**src/rtl/serial_loader_pkg.sv**
```systemverilog
// Shared constants for the serial latch loader.
`default_nettype none
package serial_loader_pkg;
	localparam int WORD_BITS = 24;
	localparam logic [1:0] SEL_REFERENCE = 2'h0;
	localparam logic [1:0] SEL_FEEDBACK = 2'h1;
	localparam logic [1:0] SEL_FUNCTION = 2'h2;
	localparam logic [1:0] SEL_INIT = 2'h3;
	localparam logic [23:0] LATCH_RESET = 24'h000000;
	localparam logic [2:0] INIT_DONE_ALL = 3'h7;
	localparam logic [1:0] SYNC_RESET = 2'h0;
	localparam logic [2:0] FLAG_RESET = 3'h0;
	localparam logic [1:0] STATUS_LOCK_MODE = 2'h1;
	localparam int STATUS_LSB = 4;
	localparam int PD_BIT = 3;
endpackage : serial_loader_pkg
`default_nettype wire

```
**src/rtl/pll_serial_latch_loader.sv**
```systemverilog
// Serial three-wire load port with addressed latches.
`timescale 1ns/1ps
`default_nettype none
module pll_serial_latch_loader
	import serial_loader_pkg::*;
(
	input wire logic clock_in,
	input wire logic rst_n_in,
	input wire logic serial_clock_in,
	input wire logic serial_data_in,
	input wire logic latch_load_strobe_in,
	input wire logic power_up_control_in,
	input wire logic lock_detect_in,
	output logic [23:0] reference_latch_out,
	output logic [23:0] feedback_latch_out,
	output logic [23:0] function_latch_out,
	output logic output_active_out,
	output logic power_down_out,
	output logic multiplexed_status_output
);
	// ------------------------------------------------------------
	// Reset release and input synchronisers.
	// ------------------------------------------------------------
	logic [1:0] rst_sync_q;
	logic rst_n;
	always_ff @(posedge clock_in or negedge rst_n_in) begin
		if (!rst_n_in) begin
			rst_sync_q <= SYNC_RESET;
		end else begin
			rst_sync_q <= {rst_sync_q[0], 1'b1};
		end
	end
	assign rst_n = rst_sync_q[1];

	logic sck_rise;
	logic strobe_rise;
	logic serial_data_in_level;
	logic pwr_level;
	logic lock_level;
	sync_edge u_sck (.clock_in(clock_in), .rst_n_in(rst_n), .async_in(serial_clock_in),
		.level_out(), .rise_out(sck_rise));
	sync_edge u_le (.clock_in(clock_in), .rst_n_in(rst_n), .async_in(latch_load_strobe_in),
		.level_out(), .rise_out(strobe_rise));
	sync_edge u_sd (.clock_in(clock_in), .rst_n_in(rst_n), .async_in(serial_data_in),
		.level_out(serial_data_in_level), .rise_out());
	sync_edge u_pw (.clock_in(clock_in), .rst_n_in(rst_n), .async_in(power_up_control_in),
		.level_out(pwr_level), .rise_out());
	sync_edge u_lk (.clock_in(clock_in), .rst_n_in(rst_n), .async_in(lock_detect_in),
		.level_out(lock_level), .rise_out());

	// ------------------------------------------------------------
	// Start-up guard for the edge detectors.
	// ------------------------------------------------------------
	// The synchronisers leave reset at zero while the idle strobe pin is high.
	// Edges count only once the guard has filled, so no false load follows reset.
	logic [2:0] settle_q, settle_d;
	logic settled;
	logic shift_pulse;
	logic load_pulse;

	always_comb begin
		settle_d = {settle_q[1:0], 1'b1};
	end

	always_ff @(posedge clock_in or negedge rst_n) begin
		if (!rst_n) begin
			settle_q <= FLAG_RESET;
		end else begin
			settle_q <= settle_d;
		end
	end

	assign settled = settle_q[2];
	assign shift_pulse = sck_rise & settled;
	assign load_pulse = strobe_rise & settled;

	// ------------------------------------------------------------
	// Shift register and latches.
	// ------------------------------------------------------------
	logic [23:0] shift_q, shift_d;
	logic [23:0] ref_q, ref_d, fb_q, fb_d, func_q, func_d;
	logic [2:0] done_q, done_d;
	logic active_q, active_d, pd_q, pd_d, mux_q, mux_d;
	logic [3:0] load_enables;

	// ------------------------------------------------------------
	// Destination decode.
	// ------------------------------------------------------------
	// Turns the two select bits of a word into one of four enables, one per select code.
	function automatic logic [3:0] latch_enables(input logic [1:0] latch_select_bits);
		logic [3:0] enables;
		enables = 4'h0;
		if (latch_select_bits == SEL_REFERENCE) begin
			enables = 4'h1;
		end else if (latch_select_bits == SEL_FEEDBACK) begin
			enables = 4'h2;
		end else if (latch_select_bits == SEL_FUNCTION) begin
			enables = 4'h4;
		end else begin
			enables = 4'h8;
		end
		return enables;
	endfunction : latch_enables

	assign load_enables = latch_enables(shift_q[1:0]);

	// ------------------------------------------------------------
	// Next-state logic for the shift register and latches.
	// ------------------------------------------------------------

	always_comb begin
		shift_d = shift_q;
		ref_d = ref_q;
		fb_d = fb_q;
		func_d = func_q;
		done_d = done_q;
		if (shift_pulse) begin
			shift_d = {shift_q[22:0], serial_data_in_level};
		end
		if (load_pulse) begin
			if (load_enables[0]) begin
				ref_d = shift_q;
				done_d[0] = 1'b1;
			end
			if (load_enables[1]) begin
				fb_d = shift_q;
				done_d[1] = 1'b1;
			end
			if (load_enables[2] | load_enables[3]) begin
				func_d = shift_q;
			end
			if (load_enables[3]) begin
				done_d[2] = 1'b1;
			end
		end
		active_d = (done_q == INIT_DONE_ALL);
		pd_d = ~pwr_level | func_q[PD_BIT];
		mux_d = (func_q[STATUS_LSB +: 2] == STATUS_LOCK_MODE) ? lock_level : 1'b0;
	end

	always_ff @(posedge clock_in or negedge rst_n) begin
		if (!rst_n) begin
			shift_q <= LATCH_RESET;
			ref_q <= LATCH_RESET;
			fb_q <= LATCH_RESET;
			func_q <= LATCH_RESET;
			done_q <= FLAG_RESET;
			active_q <= 1'b0;
			pd_q <= 1'b1;
			mux_q <= 1'b0;
		end else begin
			shift_q <= shift_d;
			ref_q <= ref_d;
			fb_q <= fb_d;
			func_q <= func_d;
			done_q <= done_d;
			active_q <= active_d;
			pd_q <= pd_d;
			mux_q <= mux_d;
		end
	end

	// ------------------------------------------------------------
	// Outputs.
	// ------------------------------------------------------------
	assign reference_latch_out = ref_q;
	assign feedback_latch_out = fb_q;
	assign function_latch_out = func_q;
	assign output_active_out = active_q;
	assign power_down_out = pd_q;
	assign multiplexed_status_output = mux_q;

	// ------------------------------------------------------------
	// Checks.
	// ------------------------------------------------------------
	AST_SHIFT: assert property (@(posedge clock_in) disable iff (!rst_n)
		shift_pulse |=> shift_q[0] == $past(serial_data_in_level)) else $error("shift miss");
	AST_ORDER: assert property (@(posedge clock_in) disable iff (!rst_n)
		shift_pulse |=> shift_q[23:1] == $past(shift_q[22:0])) else $error("shift order");

	AST_REF: assert property (@(posedge clock_in) disable iff (!rst_n)
		load_pulse && shift_q[1:0] == SEL_REFERENCE |=> ref_q == $past(shift_q))
		else $error("ref load");
	AST_FB: assert property (@(posedge clock_in) disable iff (!rst_n)
		load_pulse && shift_q[1:0] == SEL_FEEDBACK |=> fb_q == $past(shift_q) && $stable(ref_q))
		else $error("fb load");
	AST_FUNC: assert property (@(posedge clock_in) disable iff (!rst_n)
		load_pulse && shift_q[1] |=> func_q == $past(shift_q)) else $error("func load");
	AST_HOLD: assert property (@(posedge clock_in) disable iff (!rst_n)
		!load_pulse |=> $stable(ref_q) && $stable(fb_q)) else $error("latch moved");

	AST_SETTLE: assert property (@(posedge clock_in) disable iff (!rst_n)
		!settled |=> $stable(done_q)) else $error("load before settle");
	AST_INIT: assert property (@(posedge clock_in) disable iff (!rst_n)
		load_pulse && shift_q[1:0] == SEL_INIT |=> done_q[2] && func_q == $past(shift_q))
		else $error("init load");
	AST_ACTIVE: assert property (@(posedge clock_in) disable iff (!rst_n)
		done_q != INIT_DONE_ALL |=> !active_q) else $error("early active");
	AST_ACTIVE_SET: assert property (@(posedge clock_in) disable iff (!rst_n)
		done_q == INIT_DONE_ALL |=> active_q) else $error("late active");

	AST_PD: assert property (@(posedge clock_in) disable iff (!rst_n)
		!pwr_level |=> pd_q) else $error("no power down");
	AST_PD_RUN: assert property (@(posedge clock_in) disable iff (!rst_n)
		pwr_level && !func_q[PD_BIT] |=> !pd_q) else $error("stuck power down");
	AST_PD_LOAD: assert property (@(posedge clock_in) disable iff (!rst_n)
		pd_q && load_pulse && shift_q[1:0] == SEL_REFERENCE |=> ref_q == $past(shift_q))
		else $error("load lost in power down");

	AST_MUX: assert property (@(posedge clock_in) disable iff (!rst_n)
		func_q[STATUS_LSB +: 2] != STATUS_LOCK_MODE |=> !mux_q) else $error("mux leak");
	AST_MUX_LOCK: assert property (@(posedge clock_in) disable iff (!rst_n)
		func_q[STATUS_LSB +: 2] == STATUS_LOCK_MODE |=> mux_q == $past(lock_level))
		else $error("lock not shown");
endmodule : pll_serial_latch_loader
`default_nettype wire

```
**src/rtl/sync_edge.sv**
```systemverilog
// Two-flop synchroniser with rising-edge pulse.
`timescale 1ns/1ps
`default_nettype none
module sync_edge (
	input wire logic clock_in,
	input wire logic rst_n_in,
	input wire logic async_in,
	output logic level_out,
	output logic rise_out
);
	logic first_q;
	logic second_q;
	logic third_q;
	always_ff @(posedge clock_in or negedge rst_n_in) begin
		if (!rst_n_in) begin
			first_q <= 1'b0;
			second_q <= 1'b0;
			third_q <= 1'b0;
		end else begin
			first_q <= async_in;
			second_q <= first_q;
			third_q <= second_q;
		end
	end
	assign level_out = second_q;
	assign rise_out = second_q & ~third_q;
endmodule : sync_edge
`default_nettype wire

```
**config.mk**
```make
export PLATFORM = sky130hd
export DESIGN_NAME = pll_serial_latch_loader
export DESIGN_NICKNAME = d
export VERILOG_FILES = /design/src/rtl/serial_loader_pkg.sv /design/src/rtl/pll_serial_latch_loader.sv /design/src/rtl/sync_edge.sv
export SDC_FILE = /design/constraint.sdc
export NUM_CORES = 1
export LEC_CHECK = 0
export BUFFER_PORTS_ARGS = -buffer_cell sky130_fd_sc_hd__buf_2
export CORE_MARGIN = 4
export CORE_UTILIZATION = 35
export CTS_CLUSTER_SIZE = 28
export DETAILED_ROUTE_END_ITERATION = 7
export PLACE_DENSITY = 0.55
export SLEW_MARGIN = 15
export SYNTH_ARGS = -nofsm -noshare
export SYNTH_HDL_FRONTEND = slang
export SYNTH_HIERARCHICAL = 1
export SYNTH_SLANG_ARGS = --single-unit
```
**constraint.sdc**
```tcl
create_clock -name clock_in -period 3.5 [get_ports clock_in]
set_clock_uncertainty 0.1 [all_clocks]
set_input_delay 0.7 -clock clock_in [delete_from_list [all_inputs] [get_ports clock_in]]
set_output_delay 0.7 -clock clock_in [all_outputs]
set_load 0.01 [all_outputs]
```
# Word-level counts from Yosys, hierarchy flattened
# Index checks and enable logic that the tools add are counted.
op_classes:
  shifts: 0
  n_reduce_logical: 5
  muxes: 4
  bitwise_logic: 9
  magnitude_cmp: 0
  n_addsub: 0
  div_mod_pow: 0
  n_mul: 0
  eq_ne: 4
ops:
  columns: ["cell", "n"]
  rows:
  - ["$mux 4", 3]
  - ["$reduce_and 2->1", 4]
  - ["$and 1x1->1", 4]
  - ["$eq 2x1->1 const B", 2]
  - ["$eq 3x3->1 const B", 1]
  - ["$not 1->1", 3]
  - ["$eq 2x2->1 const B", 1]
  - ["$logic_not 2->1", 1]
  - ["$or 1x1->1", 2]
  - ["$mux 1", 1]
word_totals:
  input_bits: 7
  latchBits: 0
  ramBits: 0
  n_memories: 0
  word_cells: 46
  out_inout_bits: 75
  rom_bits: 0
  ff_bits: 119

# Logic depth before layout (Yosys ltp)
logic_depth:
  depth_word: 6
  mapped_depth: 5

# Cells and area by module
# Netlist, hierarchy kept.
by_module_without_submodules:
  columns: ["mod", "seq_area_each_um2", "area_each_um2", "instances", "cells_each"]
  rows:
  - ["pll_serial_latch_loader", 2678.8, 3971.3, 1, 224]
  - ["sync_edge", 75.1, 88.8, 5, 4]

# Worst setup path before layout
# OpenSTA, ideal clock, no wires.
synth_timing:
  path_kind: "register to register"
  from: "reg u_le.third_q"
  to: "reg ref_q[16] (netlist: reference_latch_out[16])"
  stages_incl_launch_ff: 6
  arrival_time_ps: 1307
  path_buffers: 2
  path_slack_ps: 1968
  cell_sequence: "dfrtp_1 > nor2b_4 > and4bb_1 > buf_6 > buf_6 > mux2_4"
synth_via:
  elab_chain_len: 4
synth_rtl:
  columns: ["element", "line_no", "rtl"]
  rows:
  - ["from (decl)", "sync_edge.sv:13", "logic third_q;"]
  - ["from (signal assigned)", "sync_edge.sv:22", "third_q <= second_q;"]
  - ["$not 1->1", "sync_edge.sv:26", "assign rise_out = second_q & ~third_q;"]
  - ["$and 1x1->1", "sync_edge.sv:26", null]
  - ["named net strobe_rise", "pll_serial_latch_loader.sv:36", "logic strobe_rise;"]
  - ["$and 1x1->1", "pll_serial_latch_loader.sv:75", "assign load_pulse = strobe_rise & settled;"]
  - ["$reduce_and 2->1 (no line)", null, null]
  - ["to (signal assigned)", "pll_serial_latch_loader.sv:153", "ref_q <= ref_d;"]
  - ["to (decl)", "pll_serial_latch_loader.sv:81", "logic [23:0] ref_q, ref_d, fb_q, fb_d, func_q, func_d;"]
# The timed path passes the listed nets, and every way through them passes these cells.
# A chain may end at the register's enable or synchronous reset.

# Final worst setup path
layout_timing:
  from: "reg u_le.third_q"
  to: "reg fb_q[19] (netlist: feedback_latch_out[19])"
layout_via:
  elab_chain_len: 4
layout_rtl:
  columns: ["element", "line_no", "rtl"]
  rows:
  - ["$not 1->1", "sync_edge.sv:26", null]
  - ["$and 1x1->1", "sync_edge.sv:26", null]
  - ["named net strobe_rise", "pll_serial_latch_loader.sv:36", null]
  - ["$and 1x1->1", "pll_serial_latch_loader.sv:75", null]
  - ["$reduce_and 2->1 (no line)", null, null]
  - ["to (signal assigned)", "pll_serial_latch_loader.sv:145", "fb_q <= LATCH_RESET;"]
  - ["to (signal assigned)", "pll_serial_latch_loader.sv:154", "fb_q <= fb_d;"]
  - ["to (decl)", "pll_serial_latch_loader.sv:81", null]
# The timed path passes the listed nets, and every way through them passes these cells.

==> run metrics <==
WP data required=~3.7 ns; die area=about 0.014 mm^2; DP Worst Slack=approximately 1.2 ns; Max IR drop VDD=0.381 mV; Cells after Synth=about 240; largest net degree at the start of global routing=between 70 and 80; Post-Syn Area=approximately 0.0043 mm^2; Top Metal Used=met4; hold_sp=u_sd/first_q$_DFF_PN0_; critical path type=register to register; Routed Wire Length=a little under 8 mm; hold slack=about 0.25 ns; Die Y=between 100 and 150 um; Slew headroom=between 20% and 30%; Fmax=0.459 GHz; antenna cells=0; clock sink total=119; hold crit path type=register to register; Root Buffer Master=clkbuf_16; 1st-pass router iterations=3; Worst Path Arrival=2.35 ns; Hold Path Sink=u_sd/level_out$_DFF_PN0_; H-Tree Depth=4; post-DP HPWL=between 4 and 5 mm; Worst setup SP type=register; Syn. warnings=6; initial antenna violation count=0; dpl cells=~460; Tightest Pin Transition=about 1.1 ns; Final Util=between 40% and 50%; Iter 0 DRT Violations=121; Tmin final=2.18 ns; worst-path maximum fanout=25; gpl congestion=a little over 0.7; Final Setup Violations=0; Reg2Reg Depth=3; FF-to-FF Start=u_le/third_q$_DFF_PN0_; status=complete, no violations; Die X=approximately 120 um; GRT overflow=0; first-pass GRT wire length=approximately 13 mm; RSZ-0062 raised after global routing=no; final worst path period share=62.3%; number of max-cap violations=0; PostCTS Resize Cnt=0; clock buffer depth=2; Initial Util=a little over a third; site row count=40; Slew Viols, Final=0; share of post-route cells with drive strength above 1=60.8%; Final Hold Viols=0; element type at the critical path end=register; Worst-Skew Late Latency=about 0.40 ns; vias=~2300; met3 WL=about 420 um; Max stage delay cell, worst path=nand4b_2; routed length on met1=3.63 mm; Reg-to-Reg End=feedback_latch_out[19]$_DFFE_PN0P_; max incr delay on CP=0.80 ns; flop-to-flop setup slack=between 1 and 1.5 ns; cells along the critical path=nor2b_4 -> nand4b_2 -> mux2_2; area growth from synthesis to layout=25.7%; Core Area=approximately 0.012 mm^2; Residual DRC=0; Worst Hold Depth=0; vias in the first global route=approximately 2400; DR vias/cell=approximately 4.6; Final nets=between 300 and 400; Port Buf Inserts=81; CTS Buf Count=17; PD cells=678 mW/mm^2; TNS Setup=0 ns; CTS tree=done; WL met2=~3.7 mm; GRT Total Usage=between 10% and 20%; I/O pin count=82; Routed wire per std cell=between 15 and 20 um; slack of the critical path=between 1 and 1.5 ns; CTS clk-pin slew, worst paths=around 0.050 ns; antenna viol nets, final=0; final cell count without fillers=494; Mean Syn Cell Area=18.1 um^2; Leak Pwr=around 0.0029 uW
-- per-layer routing --
| metal | vias up | track usage [%] |
|---|---|---|
| met5 | - | 0 |
| met4 | 0 | 5.43 |
| met3 | 12 | 4.80 |
| met2 | 58 | 18.0 |
| met1 | 1169 | 15.6 |
| li1 | 1031 | - |
-- how the worst max path moves through the flow --
stage / from / to
after floorplan: rst_sync_q[1]$_DFF_PN0_ / done_q[0]$_DFFE_PN0P_
after global placement: u_le/third_q$_DFF_PN0_ / feedback_latch_out[13]$_DFFE_PN0P_
after detailed placement: u_le/third_q$_DFF_PN0_ / feedback_latch_out[22]$_DFFE_PN0P_
after CTS: u_le/third_q$_DFF_PN0_ / feedback_latch_out[19]$_DFFE_PN0P_
after global routing: u_le/third_q$_DFF_PN0_ / feedback_latch_out[19]$_DFFE_PN0P_
final: u_le/third_q$_DFF_PN0_ / feedback_latch_out[19]$_DFFE_PN0P_
-- where the power goes --
| group | internal [uW] | switching, uW |
|---|---|---|
| combinational | 202 | 159 |
| clock | 1060 | 566 |
| sequential | 1540 | 136 |
-- layout make-up --
type                       count  area (um^2)
clock inverter                10          105
sequential                   119         2980
tap                          147          184
clock buffer                  22          454
timing repair buffer          85          438
fill                        1097         6610
multi-input combinational    111         1240
-- placed cells by master, fill, tap and decap left out --
master,n
a41o_1,1
and2_1,1
and3_1,1
and4bb_2,1
buf_2,81
buf_4,3
bufinv_16,2
clkbuf_1,4
clkbuf_16,17
clkbuf_8,1
clkinv_2,6
clkinvlp_4,2
conb_1,2
dfrtp_1,117
dfrtp_4,1
dfstp_2,1
dlygate4sd3_1,1
mux2_2,74
mux2_4,17
nand2_1,2
nand2b_1,4
nand3_2,1
nand4b_2,1
nor2_1,1
nor2b_1,2
nor2b_4,2
or2_2,1
-- metrics by stage --
| stage | cell area, um^2 | total power [uW] |
|---|---|---|
| detailed placement | 4830 | 2070 |
| global route | 5400 | 3850 |
| floorplan | 4300 | 1900 |
| global placement | 4830 | 2070 |
| finish | 5400 | 3660 |
| CTS | 5400 | 3720 |
-- critical path: cells and delay by family (launching register included) --
kind,cells,cell delay (ns)
AND/OR/NAND/NOR,2,0.96
multiplexers,1,0.59
flip-flops,1,0.39
-- sequential cells by signal, summed over array words and instances (netlist names), 2 cells and up --
signal,flops
function_latch_out,24
rst_sync_q,2
reference_latch_out,24
done_q,3
settle_q,3
shift_q,24
feedback_latch_out,24
-- what timing repair did --
item                                   4_1_cts  5_1_grt
hold buffers                                 1        0
endpoints found under the hold margin        2        0
setup buffers                                0        0
(Power assumes the default switching activity.)
